$ cat config.mk
export PLATFORM = sky130hd
export DESIGN_NAME = pic_top
export DESIGN_NICKNAME = d
export VERILOG_FILES = /design/src/verilog/pic_pkg.sv /design/src/verilog/pic_edge_if.sv /design/src/verilog/pic_edge.sv /design/src/verilog/pic_top.sv
export VERILOG_INCLUDE_DIRS = /design/src /design/src/verilog
export SDC_FILE = /design/constraint.sdc
export NUM_CORES = 1
export LEC_CHECK = 0
export ABC_AREA = 0
export BUFFER_PORTS_ARGS = -buffer_cell sky130_fd_sc_hd__buf_4
export CORE_UTILIZATION = 44
export DETAILED_ROUTE_END_ITERATION = 16
export PLACE_DENSITY = 0.75
export SLEW_MARGIN = 20
export SYNTH_ARGS = -nofsm -noshare
export SYNTH_HDL_FRONTEND = slang
export SYNTH_SLANG_ARGS = --single-unit
export TNS_END_PERCENT = 10
$ cat constraint.sdc
create_clock -name i_clk -period 1.65 [get_ports i_clk]
set_input_delay 0.2475 -clock i_clk [delete_from_list [all_inputs] [get_ports i_clk]]
set_output_delay 0.2475 -clock i_clk [all_outputs]
set_load 0.02 [all_outputs]
$ cat src/verilog/pic_params.svh
/*
 Timing constants and reset values for the preload interval counter.
 Assumes a single clock domain; included by bare name.
*/
`ifndef PIC_PARAMS_SVH
`define PIC_PARAMS_SVH
`define PIC_CNT_RST   8'h00
`define PIC_PRE_RST   8'h00
`define PIC_CNT_MAX   8'hff
`define PIC_SEL_MCLK  2'h0
`define PIC_SEL_ACLK  2'h1
`define PIC_SEL_PIN   2'h2
`define PIC_SEL_AND   2'h3
`endif

$ cat src/verilog/pic_pkg.sv
/*
 Types shared by the preload interval counter modules.
 Assumes nothing of its surroundings.
*/
package pic_pkg;
    // Clock source selection
    typedef enum logic [1:0] {
        PIC_SRC_MCLK = 2'h0,
        PIC_SRC_ACLK = 2'h1,
        PIC_SRC_PIN  = 2'h2,
        PIC_SRC_AND  = 2'h3
    } pic_src_t;
    // Start-bit hunt state
    typedef enum logic [0:0] {
        PIC_ST_RUN  = 1'b0,
        PIC_ST_HUNT = 1'b1
    } pic_st_t;
endpackage

$ cat src/verilog/pic_edge_if.sv
/*
 Carries source edge pulses and the receive pin level from the edge finder to the counter.
 Assumes one clock domain.
*/
`timescale 1ns/1ps
interface pic_edge_if;
    logic tick;      // One-cycle rising edge of the selected source
    logic rx_fall;   // One-cycle falling edge of the receive pin
    logic rx_level;  // Synchronised receive pin level
    modport src (output tick, output rx_fall, output rx_level);
    modport dst (input tick, input rx_fall, input rx_level);
endinterface

$ cat src/verilog/pic_edge.sv
/*
 Synchronises the auxiliary clock and receive pin and turns the selected
 source into one-cycle edge pulses. Assumes the aux clock and pin are slower than i_clk.
*/
`timescale 1ns/1ps
`include "pic_params.svh"
module pic_edge (
    input  wire logic       i_clk,
    input  wire logic       i_srst,
    input  wire logic [1:0] i_sel,
    input  wire logic       i_aclk,
    input  wire logic       i_rx,
    pic_edge_if.src         e
);
    logic [1:0] a_sync_reg, a_sync_next;  // Aux clock synchroniser
    logic [1:0] r_sync_reg, r_sync_next;  // Receive pin synchroniser
    logic       a_prev_reg, a_prev_next;  // Previous aux level
    logic       r_prev_reg, r_prev_next;  // Previous pin level
    logic       m_prev_reg, m_prev_next;  // Previous pin level for rising-edge mode
    logic       lvl;                      // Selected level for pin modes

    // Next-state and edge decode
    always_comb begin
        a_sync_next = {a_sync_reg[0], i_aclk};
        r_sync_next = {r_sync_reg[0], i_rx};
        a_prev_next = a_sync_reg[1];
        r_prev_next = r_sync_reg[1];
        // Master clock is i_clk itself, so gating it with the pin gives one
        // rising edge per cycle while the pin is high, not one per pin edge
        lvl         = r_sync_reg[1];
        m_prev_next = lvl;
        e.rx_level  = r_sync_reg[1];
        e.rx_fall   = r_prev_reg & ~r_sync_reg[1];
        unique case (i_sel)
            `PIC_SEL_MCLK: e.tick = 1'b1;
            `PIC_SEL_ACLK: e.tick = a_sync_reg[1] & ~a_prev_reg;
            `PIC_SEL_PIN:  e.tick = lvl & ~m_prev_reg;
            `PIC_SEL_AND:  e.tick = lvl;
        endcase
    end

    // Register stage
    always_ff @(posedge i_clk) begin
        if (i_srst) begin
            a_sync_reg <= 2'h0;
            r_sync_reg <= 2'h3;
            a_prev_reg <= 1'b0;
            r_prev_reg <= 1'b1;
            m_prev_reg <= 1'b1;
        end else begin
            a_sync_reg <= a_sync_next;
            r_sync_reg <= r_sync_next;
            a_prev_reg <= a_prev_next;
            r_prev_reg <= r_prev_next;
            m_prev_reg <= m_prev_next;
        end
    end
endmodule

$ cat src/verilog/pic_top.sv
/*
 Preload interval counter with start-bit hunt and serial bit latches.
 Assumes software drives the control ports on i_clk and services the
 latches between carry pulses; pins arrive asynchronously.
*/
`timescale 1ns/1ps
`include "pic_params.svh"
module pic_top (
    input  wire logic       i_clk,
    input  wire logic       i_srst,
    input  wire logic       i_aclk,            // Auxiliary clock, asynchronous
    input  wire logic       i_receive_pin_input, // Receive pin level
    input  wire logic [1:0] i_clk_sel,         // Clock source select
    input  wire logic       i_count_en,        // Count enable
    input  wire logic       i_start_hunt,      // Start-bit detection on
    input  wire logic       i_pre_wr,          // Preload write strobe
    input  wire logic [7:0] i_pre_wdata,       // Preload write data
    input  wire logic       i_cnt_wr,          // Counter write strobe (loads preload)
    input  wire logic       i_tx_bit,          // Next transmit bit from software
    input  wire logic       i_port_out,        // Ordinary port output value
    input  wire logic       i_port_dir,        // Ordinary port drives pin
    input  wire logic       i_tx_func,         // Pin 2 carries transmit function
    output logic [7:0]      o_preload,         // Preload readback
    output logic [7:0]      o_count,           // Counter readback
    output logic            o_carry,           // One-cycle carry-out pulse
    output logic            o_receive_bit_latch,
    output logic            o_transmit_bit_latch,
    output logic            o_hunting,         // Waiting for start bit
    output logic            o_transmit_pin_output, // Pin 2 output value
    output logic            o_transmit_pin_oe  // Pin 2 output enable
);
    pic_edge_if e ();

    logic [7:0]     pre_reg, pre_next;    // Preload buffer
    logic [7:0]     cnt_reg, cnt_next;    // Counter
    logic           cy_reg, cy_next;      // Carry pulse
    logic           rxl_reg, rxl_next;    // Receive bit latch
    logic           txl_reg, txl_next;    // Transmit bit latch
    logic           pin_reg, pin_next;    // Pin output value
    logic           oe_reg, oe_next;      // Pin output enable
    pic_pkg::pic_st_t st_reg, st_next;    // Hunt state
    logic           adv;                  // Counter advances this cycle
    logic           wrap;                 // Advance from all-ones

    pic_edge u_edge (
        .i_clk  (i_clk),
        .i_srst (i_srst),
        .i_sel  (i_clk_sel),
        .i_aclk (i_aclk),
        .i_rx   (i_receive_pin_input),
        .e      (e)
    );

    // Counter, preload and hunt next state
    always_comb begin
        pre_next = pre_reg;
        cnt_next = cnt_reg;
        st_next  = st_reg;
        if (i_pre_wr) begin
            pre_next = i_pre_wdata;
        end
        // idle in hunt until receive falls
        unique case (st_reg)
            pic_pkg::PIC_ST_HUNT: begin
                if (!i_start_hunt || e.rx_fall) begin
                    st_next = pic_pkg::PIC_ST_RUN;
                end
            end
            pic_pkg::PIC_ST_RUN: begin
                if (i_start_hunt && i_cnt_wr) begin
                    st_next = pic_pkg::PIC_ST_HUNT;
                end
            end
        endcase
        // count on source edge while enabled and not hunting
        adv  = i_count_en && e.tick && (st_reg == pic_pkg::PIC_ST_RUN) && !i_cnt_wr;
        wrap = adv && (cnt_reg == `PIC_CNT_MAX);
        // counter write takes the old preload value
        if (i_cnt_wr) begin
            cnt_next = pre_reg;
        end else if (adv) begin
            cnt_next = cnt_reg + 8'h01;
        end
        cy_next = wrap;
    end

    // Serial latches and shared pin next state
    always_comb begin
        rxl_next = rxl_reg;
        txl_next = txl_reg;
        if (wrap) begin
            rxl_next = e.rx_level;
            txl_next = i_tx_bit;
        end
        // pin carries transmit latch or ordinary port
        pin_next = i_tx_func ? txl_next : i_port_out;
        oe_next  = i_tx_func | i_port_dir;
    end

    // Register all state
    always_ff @(posedge i_clk) begin
        if (i_srst) begin
            pre_reg <= `PIC_PRE_RST;
            cnt_reg <= `PIC_CNT_RST;
            cy_reg  <= 1'b0;
            rxl_reg <= 1'b1;
            txl_reg <= 1'b1;
            pin_reg <= 1'b1;
            oe_reg  <= 1'b0;
            st_reg  <= pic_pkg::PIC_ST_RUN;
        end else begin
            pre_reg <= pre_next;
            cnt_reg <= cnt_next;
            cy_reg  <= cy_next;
            rxl_reg <= rxl_next;
            txl_reg <= txl_next;
            pin_reg <= pin_next;
            oe_reg  <= oe_next;
            st_reg  <= st_next;
        end
    end

    assign o_preload            = pre_reg;
    assign o_count              = cnt_reg;
    assign o_carry              = cy_reg;
    assign o_receive_bit_latch  = rxl_reg;
    assign o_transmit_bit_latch = txl_reg;
    assign o_hunting            = (st_reg == pic_pkg::PIC_ST_HUNT);
    assign o_transmit_pin_output = pin_reg;
    assign o_transmit_pin_oe    = oe_reg;

    cnt_load_a: assert property (@(posedge i_clk) disable iff (i_srst)
        i_cnt_wr |=> o_count == $past(pre_reg))
        else $error("counter did not load preload");
    wrap_carry_a: assert property (@(posedge i_clk) disable iff (i_srst)
        (adv && cnt_reg == 8'hff) |=> (o_carry && o_count == 8'h00))
        else $error("wrap without carry");
    hold_dis_a: assert property (@(posedge i_clk) disable iff (i_srst)
        (!i_count_en && !i_cnt_wr) |=> $stable(o_count))
        else $error("count moved while disabled");
    hunt_idle_a: assert property (@(posedge i_clk) disable iff (i_srst)
        (o_hunting && !i_cnt_wr) |=> $stable(o_count))
        else $error("counted during hunt");
    rx_latch_a: assert property (@(posedge i_clk) disable iff (i_srst)
        !cy_next |=> $stable(o_receive_bit_latch))
        else $error("receive latch moved off carry");
    rx_sample_a: assert property (@(posedge i_clk) disable iff (i_srst)
        cy_next |=> o_receive_bit_latch == $past(e.rx_level))
        else $error("receive sample wrong");
    tx_latch_a: assert property (@(posedge i_clk) disable iff (i_srst)
        cy_next |=> o_transmit_bit_latch == $past(i_tx_bit))
        else $error("transmit latch wrong");
    pre_buf_a: assert property (@(posedge i_clk) disable iff (i_srst)
        (i_pre_wr && !i_cnt_wr && !adv) |=> ($stable(o_count) && o_preload == $past(i_pre_wdata)))
        else $error("preload disturbed count");
    // pin follows transmit latch in transmit mode
    pin_share_a: assert property (@(posedge i_clk) disable iff (i_srst)
        i_tx_func |=> (o_transmit_pin_oe && o_transmit_pin_output == o_transmit_bit_latch))
        else $error("pin not carrying transmit");

    // Some checks below watch the edge pulses from u_edge directly; a fault
    // in the source selector shows up here only as a wrong count
    // preload takes written value
    pre_load_a: assert property (@(posedge i_clk) disable iff (i_srst)
        i_pre_wr |=> o_preload == $past(i_pre_wdata))
        else $error("preload write lost");
    count_en_a: assert property (@(posedge i_clk) disable iff (i_srst)
        (i_count_en && e.tick && !o_hunting && !i_cnt_wr) |=> o_count == $past(o_count) + 8'h01)
        else $error("count did not advance");
    carry_pulse_a: assert property (@(posedge i_clk) disable iff (i_srst)
        o_carry |=> !o_carry)
        else $error("carry longer than one cycle");
    hunt_arm_a: assert property (@(posedge i_clk) disable iff (i_srst)
        (!o_hunting && i_start_hunt && i_cnt_wr) |=> o_hunting)
        else $error("hunt not armed");
    hunt_stay_a: assert property (@(posedge i_clk) disable iff (i_srst)
        (o_hunting && i_start_hunt && !e.rx_fall) |=> o_hunting)
        else $error("hunt left without start edge");
    hunt_leave_a: assert property (@(posedge i_clk) disable iff (i_srst)
        (o_hunting && e.rx_fall) |=> !o_hunting)
        else $error("start edge missed");
    // transmit latch only moves on carry
    tx_hold_a: assert property (@(posedge i_clk) disable iff (i_srst)
        !cy_next |=> $stable(o_transmit_bit_latch))
        else $error("transmit latch moved off carry");
    port_pin_a: assert property (@(posedge i_clk) disable iff (i_srst)
        !i_tx_func |=> (o_transmit_pin_oe == $past(i_port_dir)
            && o_transmit_pin_output == $past(i_port_out)))
        else $error("pin not carrying port");
    mclk_src_a: assert property (@(posedge i_clk) disable iff (i_srst)
        (i_clk_sel == `PIC_SEL_MCLK && i_count_en && !o_hunting && !i_cnt_wr)
            |=> o_count == $past(o_count) + 8'h01)
        else $error("master clock source missed a cycle");
    // gated clock counts while pin high
    and_src_a: assert property (@(posedge i_clk) disable iff (i_srst)
        (i_clk_sel == `PIC_SEL_AND && e.rx_level && i_count_en && !o_hunting && !i_cnt_wr)
            |=> o_count == $past(o_count) + 8'h01)
        else $error("gated source missed a cycle");
    // gated clock stops while pin low
    and_gate_a: assert property (@(posedge i_clk) disable iff (i_srst)
        (i_clk_sel == `PIC_SEL_AND && !e.rx_level && !i_cnt_wr) |=> $stable(o_count))
        else $error("gated source counted with pin low");
endmodule

# --- Word-level counts from Yosys, hierarchy flattened ---
# Index checks and enable logic that the tools add are counted.
op_classes:
  add_sub_neg: 1
  eq_ne: 4
  n_mux: 8
  n_bitwise: 8
  n_reduce_logical: 10
op_table:
  columns: ["op", "n"]
  rows:
  - ["8-bit 2-to-1 mux", 2]
  - ["8-bit by 1-bit adder with 8-bit output, second input constant", 1]
  - ["8-bit == test, second input constant", 1]
  - ["1-bit logical AND", 5]
  - ["2-bit == test, second input constant", 2]
  - ["1-bit 2-to-1 mux", 4]
  - ["1-bit NOT", 4]
  - ["1-bit one-hot mux with 4 select lines", 1]
  - ["1-bit AND", 3]
  - ["2-bit by 1-bit == test with 1-bit output, second input constant", 1]
  - ["1-bit logical NOT", 2]
  - ["2-bit logical NOT", 1]
  - ["1-bit one-hot mux with 2 select lines", 1]
  - ["2-bit nonzero test", 1]
  - ["1-bit logical OR", 1]
  - ["1-bit OR", 1]
word_totals:
  ff_bits: 28
  inputBits: 22
  output_inout_bits: 22
  wordCells: 43

# --- Logic depth before layout (Yosys ltp) ---
# Gate-level depths: netlist of the first run.
depth:
  depth_word: 9
  ltp_mapped: 5
  ltp_nobuf: 5

# --- Cells and area by module ---
# From an unflattened synthesis of the first run, not the netlist that was laid out.
unflattened:
  cells_unflattened: 118
  area_unflattened_um2: 1168.6
by_module_without_submodules:
  columns: ["module", "n_inst", "cells_per_inst", "area_each_um2", "seq_area_each_um2"]
  rows:
  - ["pic_top", 1, 100, 963.4, 440.4]
  - ["pic_edge", 1, 18, 205.2, 120.1]

# --- Least setup slack after synthesis of the first run ---
# Ideal clock, no wire load.
synth_path:
  kind: "register to register"
  from: "register cnt_reg[0], in the netlist o_count[0]"
  to: "register cnt_reg[4], in the netlist o_count[4]"
  setup_time_ps: 91
  t_arrival_ps: 1666
  required_time_ps: 1559
  path_slack_ps: -107
  path_stages_with_launch: 6
  n_path_buf: 0
  period_less_slack_ps: 1757
  path_cell_list: "dfxtp_1 > ha_1 > nand2_1 > a211o_1 > or4_1 > a311oi_1"
synth_via:
  elab_chain_cells: 3
synth_rtl:
  columns: ["element", "line_no", "source"]
  rows:
  - ["start: declaration", "pic_top.sv:35", "logic [7:0] cnt_reg, cnt_next;"]
  - ["start signal: assignment", "pic_top.sv:104", "cnt_reg <= `PIC_CNT_RST;"]
  - ["start signal: assignment", "pic_top.sv:113", "cnt_reg <= cnt_next;"]
  - ["8-bit by 1-bit adder with 8-bit output", "pic_top.sv:82", "cnt_next = cnt_reg + 8'h01;"]
  - ["8-bit 2-to-1 mux", "pic_top.sv:81", "end else if (adv) begin"]
  - ["8-bit 2-to-1 mux", "pic_top.sv:79", "if (i_cnt_wr) begin"]
# Every way passes these cells. The select of a mux whose other input is x is not followed.
# A chain may end at the register's enable or synchronous reset.

# --- Worst setup path after layout of the first run ---
# Ends and elaborated chain as after synthesis.

==> impl_metrics.csv, run 1 <==
group,metric,value,unit
status,status,"finished, final reports clean",
grt,grt_pass1_vias,1246,
sta,slew_violations,0,
sta,max_freq,0.626,GHz
logic_synthesis,synthTopCellsByCount,"dfxtp_1 (28), nor2_1 (15), mux2i_1 (8), nand3_1 (8)",
layout,syn2layout_area_growth,40.7,%
logic_synthesis,ys_seq_area_frac,0.448,
logic_synthesis,ys_seq_elements,28,
worst_setup_path,reg2reg_to,"o_count[4]",
job,maxCapViolCount,0,
sta,finClkSkew,6.16,ps
worst_setup_path,cp_max_fo,4,
worst_hold_path,hold_class,"in2reg",
worst_setup_path,cpPeakStageDelay,410,ps
logic_synthesis,synth_area_leaders,"dfxtp_1 (45%), mux2i_1 (6.4%), nor2_1 (4.5%), a311oi_1 (3.5%), nand3_1 (3.2%)",
detailed_routing,drt_iter0_markers,54,
detailed_routing,viasPerCell,5.74,
floorplan,die_h,55.3,um
power_and_ir_drop,irDropWorstVdd,0.735,mV
worst_hold_path,hold-path-cell-count,2,
logic_synthesis,ys_async_sr_fraction,0,
layout,design_area,1760,um^2
worst_setup_path,worstReg2RegStart,"o_count[0]",
floorplan,core_area,2590,um^2
clocking,insertion_delay,330,ps
clocking,cts_root_buffer,"clkbuf_4",
detailed_routing,drc,0,
place,place_congestion,0.869,
floorplan,fp.dieArea,3060,um^2
power_and_ir_drop,p_per_area,743,nW/um^2
place,dp.cells,221,
worst_hold_path,hold-path-endpoint,"u_edge.r_sync_reg[0]",
sta,tightest_slew,317,ps
grt,grtUsageTotal,0.223,
logic_synthesis,mappedNetlistNets,165,
worst_setup_path,cpMaxStageDelayCell,"or4_1",
floorplan,num_rows,18,
sta,final_hold_viol_count,0,
layout,final_layout_size_suffix_gt1_frac,0.365,
detailed_routing,avgRoutedWirePerCell,15.1,um
worst_setup_path,endpoint_kind,"register",
logic_synthesis,ys_types,34,
layout,final_net_count,221,
sta,fin_crit,1600,ps
grt,grt_max_degree,30,
layout,fillers,227,
floorplan,die_w,55.3,um
place,place_area,1690,um^2
worst_setup_path,worstSetupPathType,"reg2reg",
worst_setup_path,cp-start-kind,"register",
clocking,cts_tree,"done",
clocking,cts_buffer_depth,2,
detailed_routing,routed_wl,3420,um
layout,fin_cells,227,
logic_synthesis,synth_edf_count,0,
floorplan,io_pins,44,
logic_synthesis,syn_inst,142,
detailed_routing,num_vias,1303,
worst_setup_path,reg2reg_slack,50,ps
logic_synthesis,synth_top_cell_by_area,"dfxtp_1",
sta,setup_viol,0,
clocking,clk_pin_slew,150,ps
clocking,cts.sinks,28,
worst_setup_path,critPathArrivalTime,1850,ps
worst_hold_path,min_from,"i_receive_pin_input",
clocking,h-tree-depth,1,
sta,period_share,0.969,
detailed_routing,first_pass_iters,5,
logic_synthesis,syn_area,1250,um^2
worst_setup_path,crit_chain,"ha_4, nand2_2, a211o_1, or4_1, a311oi_1",
logic_synthesis,yosysTopAreaCellShare,0.448,
grt,grt_pass1_wl,5580,um
place,hpwl,2440,um
worst_setup_path,cp_num_cells,5,
sta,max_slew_margin,0.787,
grt,antenna_found_initial,0,
logic_synthesis,yosys_most_used_dff,"dfxtp_1",
clocking,cts_buffers,3,
detailed_routing,ant_nets,0,
worst_setup_path,crit_required,1910,ps
power_and_ir_drop,p_leak,0.778,nW
worst_setup_path,cp_num_buf_inv,0,
logic_synthesis,synth.avg_cell_area,8.81,um^2
floorplan,start_util,0.483,
worst_setup_path,r2r.worst_path.cells,5,
power_and_ir_drop,total_power,1.31,mW
logic_synthesis,synth_most_common_cell,"dfxtp_1",
place,io_buffers,43,
clocking,cts_hold_buf,0,
grt,overflow,0,
logic_synthesis,yosys_warnings,0,
layout,diodes,0,
worst_setup_path,critical_path.top_delay_family,"compound AO/OA/AOI/OAI gates",
==> layout make-up <==
class,count,area [um^2],share of cell area
inverter,8,30.0,0.0171
sequential,28,566,0.321
multi-input combinational,99,666,0.378
clock buffer,4,26.3,0.0149
tap,30,37.5,0.0213
timing repair buffer,58,435,0.247
==> cells by family after synthesis <==
group           share of synthesized area
simple gates                        0.272
flops                               0.448
compound gates                      0.161
buf+inv                            0.0450
mux                                0.0640
fa+ha+maj                          0.0100
==> stage by stage <==
step                 util  setup slack (ps)  setup TNS (ps)  hold WS (ps)
floorplan               -              7.22               0           351
global placement    0.652              68.7               0           394
detailed placement  0.652             -17.5           -28.5           397
CTS                 0.665              11.2               0          79.1
global route        0.680            -0.591          -0.591          54.6
finish              0.680              51.7               0          81.8
==> metal layers <==
layer  vias up  wire (um)  track usage
li1        636          -            -
met1       620       1530        0.289
met2        45       1690        0.386
met3         2        169       0.0328
met4         0         29       0.0607
met5         -          0            0
==> worst reg2reg max path: cells and delay by family, from the launching register on <==
kind / cells / cell delay [ps]
flops: 1 / 390
compound gates: 2 / 530
simple gates: 2 / 470
fa+ha+maj: 1 / 140
==> report_power, final <==
| group | switching (mW) | total, mW | internal (mW) | leakage (nW) |
|---|---|---|---|---|
| Clock | 0.204 | 0.299 | 0.0950 | 0.0150 |
| Combinational | 0.142 | 0.273 | 0.131 | 0.531 |
| Sequential | 0.0260 | 0.736 | 0.710 | 0.231 |
| Total | 0.372 | 1.31 | 0.936 | 0.778 |
==> timing repair <==
action	CTS	global route
gates resized for setup	0	7
endpoints found under the setup margin	2	2
pin swaps	1	3
hold endpoints to repair	0	0
buffers inserted	1	1
gates cloned	0	0
==> how the worst max path moves through the flow <==
stage                           from         end  slack [ps]
after floorplan           o_count[1]  o_count[4]           7
after global placement    o_count[0]  o_count[4]          70
after detailed placement  o_count[0]  o_count[4]         -20
after CTS                 o_count[0]  o_count[4]          10
after global routing      o_count[0]  o_count[6]        -0.6
final                     o_count[0]  o_count[4]          50
==> cell usage in the layout (no fill, tap or decap), types with 2 or more instances in the layout <==
| cell | Yosys | routed |
|---|---|---|
| buf_4 | 0 | 58 |
| nand2_1 | 7 | 6 |
| nor2b_1 | 5 | 5 |
| nor4b_1 | 2 | 2 |
| dfxtp_1 | 28 | 26 |
| nor3_1 | 4 | 4 |
| nor2_1 | 15 | 15 |
| a31oi_1 | 3 | 3 |
| or2_2 | 2 | 2 |
| clkbuf_4 | 0 | 3 |
| inv_1 | 7 | 7 |
| nand4_1 | 5 | 5 |
| nor4_1 | 3 | 3 |
| a311oi_1 | 5 | 4 |
| a211oi_1 | 3 | 3 |
| o21ai_0 | 3 | 3 |
| o31ai_1 | 4 | 3 |
| o211ai_1 | 2 | 2 |
| and3_1 | 3 | 3 |
| nand3_1 | 8 | 8 |
| or3_1 | 4 | 4 |
| a211o_1 | 2 | 2 |
| mux2i_1 | 8 | 8 |
(Power assumes the default switching activity.)
==> inputs of run 2 (changes only) <==
Settings changed: CORE_UTILIZATION 44 to 47, PLACE_DENSITY 0.75 to 0.77, SYNTH_HIERARCHICAL set to 1.
Clock period 1.65 ns to 1.8 ns, I/O delays scaled along.
==> run 2 against run 1 <==
Effect of this change:
- via count fell by 26%
- register-to-register slack improved by 70 ps
- sequential cell count unchanged
- combinational power shrank 28%
- synthesized cell count shrank 17%
- largest power group unchanged
==> impl_metrics.csv, run 2 <==
group,metric,value,unit
grt,overflow,0,
layout,design_area,1570,um^2
layout,fillers,188,
sta,period_share,0.934,
job,maxCapViolCount,0,
floorplan,fp.dieArea,2690,um^2
worst_setup_path,cp_max_fo,4,
floorplan,start_util,0.513,
worst_setup_path,worstSetupPathType,"reg2reg",
logic_synthesis,synth.avg_cell_area,9.90,um^2
floorplan,die_h,51.9,um
worst_setup_path,r2r.worst_path.cells,8,
detailed_routing,ant_nets,0,
logic_synthesis,synth_edf_count,0,
clocking,cts_root_buffer,"clkbuf_4",
floorplan,io_pins,44,
sta,tightest_slew,290,ps
layout,syn2layout_area_growth,34.6,%
logic_synthesis,mappedNetlistNets,141,
worst_setup_path,worstReg2RegStart,"u_edge/a_sync_reg[1]",
sta,final_hold_viol_count,0,
logic_synthesis,yosys_warnings,6,
logic_synthesis,synth_most_common_cell,"dfxtp_1",
layout,final_common_cell,"buf_4",
place,hpwl,1850,um
logic_synthesis,synth_top_cell_by_area,"dfxtp_1",
worst_hold_path,hold-path-endpoint,"u_edge/r_sync_reg[0]",
logic_synthesis,yosys_most_used_dff,"dfxtp_1",
layout,mostFrequentLayoutCells,"buf_4 (44), dfxtp_1 (26), nor2_1 (14)",
worst_setup_path,critPathArrivalTime,1960,ps
clocking,cts_tree,"done",
floorplan,core_area,2280,um^2
clocking,cts.sinks,28,
logic_synthesis,ys_seq_area_frac,0.480,
logic_synthesis,ys_async_sr_fraction,0,
worst_setup_path,reg2reg_slack,120,ps
logic_synthesis,ys_seq_elements,28,
layout,diodes,0,
power_and_ir_drop,p_per_area,746,nW/um^2
worst_setup_path,cpPeakStageDelay,350,ps
logic_synthesis,synth_area_leaders,"dfxtp_1 (48%), mux2i_1 (11%), nor2_1 (4.5%), nand2_1 (2.2%), xnor2_1 (2.2%)",
worst_setup_path,cp_num_buf_inv,1,
detailed_routing,drc,0,
logic_synthesis,synthTopCellsByCount,"dfxtp_1 (28), nor2_1 (14), mux2i_1 (13), nand2_1 (7), inv_1 (6)",
detailed_routing,viasPerCell,5.04,
layout,multi_input_area,574,um^2
worst_setup_path,crit_chain,"nor2b_4, nor3b_2, a21oi_2, nand3b_4, buf_4, or3_1, a21o_1, a21oi_1",
layout,final_layout_size_suffix_gt1_frac,0.370,
detailed_routing,avgRoutedWirePerCell,12.8,um
layout,fin_util,0.691,
logic_synthesis,syn_inst,118,
detailed_routing,num_vias,958,
sta,slew_violations,0,
status,status,"finished, final reports clean",
sta,setup_viol,0,
worst_hold_path,hold-path-cell-count,2,
logic_synthesis,yosysTopAreaCellShare,0.480,
worst_setup_path,cp-start-kind,"register",
power_and_ir_drop,irDropWorstVdd,0.621,mV
floorplan,die_w,51.9,um
place,io_buffers,43,
logic_synthesis,ys_types,33,
place,place_area,1510,um^2
grt,grtUsageTotal,0.205,
layout,final_net_count,186,
place,place_congestion,0.752,
detailed_routing,first_pass_iters,4,
clocking,h-tree-depth,1,
worst_setup_path,crit_required,2080,ps
sta,grt_setup_unrepaired,"no",
clocking,clk_pin_slew,140,ps
worst_setup_path,reg2reg_to,"o_count[4]",
clocking,cts_buffer_depth,2,
worst_hold_path,min_from,"i_receive_pin_input",
detailed_routing,drt_iter0_markers,14,
grt,grt_pass1_vias,917,
grt,grt_pass1_wl,4020,um
sta,max_slew_margin,0.806,
worst_hold_path,hold_class,"in2reg",
worst_setup_path,cp_num_cells,8,
grt,grt_max_degree,26,
sta,fin_crit,1680,ps
worst_setup_path,critical_path.top_delay_family,"simple AND/OR/NAND/NOR gates",
sta,fin_setup_tns,0,ps
detailed_routing,routed_wl,2430,um
grt,antenna_found_initial,0,
floorplan,num_rows,17,
worst_setup_path,endpoint_kind,"register",
sta,max_freq,0.595,GHz
worst_setup_path,cpMaxStageDelayCell,"dfxtp_2",
logic_synthesis,syn_area,1170,um^2
sta,finClkSkew,5.72,ps
clocking,insertion_delay,330,ps
power_and_ir_drop,total_power,1.17,mW
clocking,cts_buffers,3,
layout,layout.area.seq,563,um^2
power_and_ir_drop,p_leak,0.733,nW
run 2: cell count changes in the layout (fill, tap and decap cells not counted), sizes merged, moves of 4 or more:
| cell | before | now |
|---|---|---|
| a311oi | 5 | 0 |
| nand4 | 5 | 0 |
| buf | 58 | 45 |
| a21oi | 0 | 5 |
| mux2i | 8 | 13 |
| nand3 | 8 | 4 |
run 2: worst reg2reg max path, cell delays in order, from the launching register on:
cell      delay (ps)
dfxtp_2          350
nor2b_4          130
nor3b_2           50
a21oi_2          180
nand3b_4         130
buf_4            150
or3_1            330
a21o_1           180
a21oi_1          120
run 2: per-layer routing:
metal,vias up,wire length (um),GRT usage
li1,481,-,-
met1,439,1070,0.247
met2,33,1200,0.357
met3,5,114,0.0263
met4,0,42,0.0946
met5,-,0,0
run 2: worst max-delay path by stage:
stage                                     from                    end  slack, ps
final                     u_edge/a_sync_reg[1]             o_count[4]        120
after CTS                 u_edge/r_sync_reg[1]  o_transmit_pin_output         20
after global placement            i_clk_sel[0]  o_transmit_pin_output        130
after floorplan           u_edge/r_sync_reg[1]  o_transmit_pin_output        200
after global routing      u_edge/a_sync_reg[1]             o_count[7]         20
after detailed placement          i_clk_sel[0]  o_transmit_pin_output         40
run 2: timing repair:
| action | in CTS | in global routing |
|---|---|---|
| resized for setup | 0 | 5 |
| hold buffers | 0 | 0 |
| endpoints found under the setup margin | 0 | 3 |
| setup buffers | 0 | 1 |
run 2: cell type report:
type                    count  share of cell area
well taps                  28              0.0223
flip-flops and latches     28               0.358
clock buffers               4              0.0231
inverters                   6              0.0143
multi-input cells          79               0.365
repair buffers             45               0.217
run 2: kinds of logic after synthesis:
logic type	share of synthesized area
compound gates	0.0803
xor+xnor	0.0450
fa+ha+maj	0.0107
buf+inv	0.0364
flops	0.480
mux	0.121
simple gates	0.227
run 2: per-stage QoR:
step | hold WS (ps) | std cells | setup WS (ps)
final | 116 | 190 | 118
after floorplan | 342 | 118 | 204
after global placement | 397 | 185 | 131
after CTS | 105 | 189 | 21.9
after global routing | 108 | 190 | 20.5
after detailed placement | 391 | 185 | 42.9
run 2: report_power, final:
part	leakage, nW	switching, mW	internal [mW]
Clock	0.0210	0.179	0.124
Sequential	0.230	0.0243	0.649
Combinational	0.482	0.0952	0.102
Total	0.733	0.299	0.874
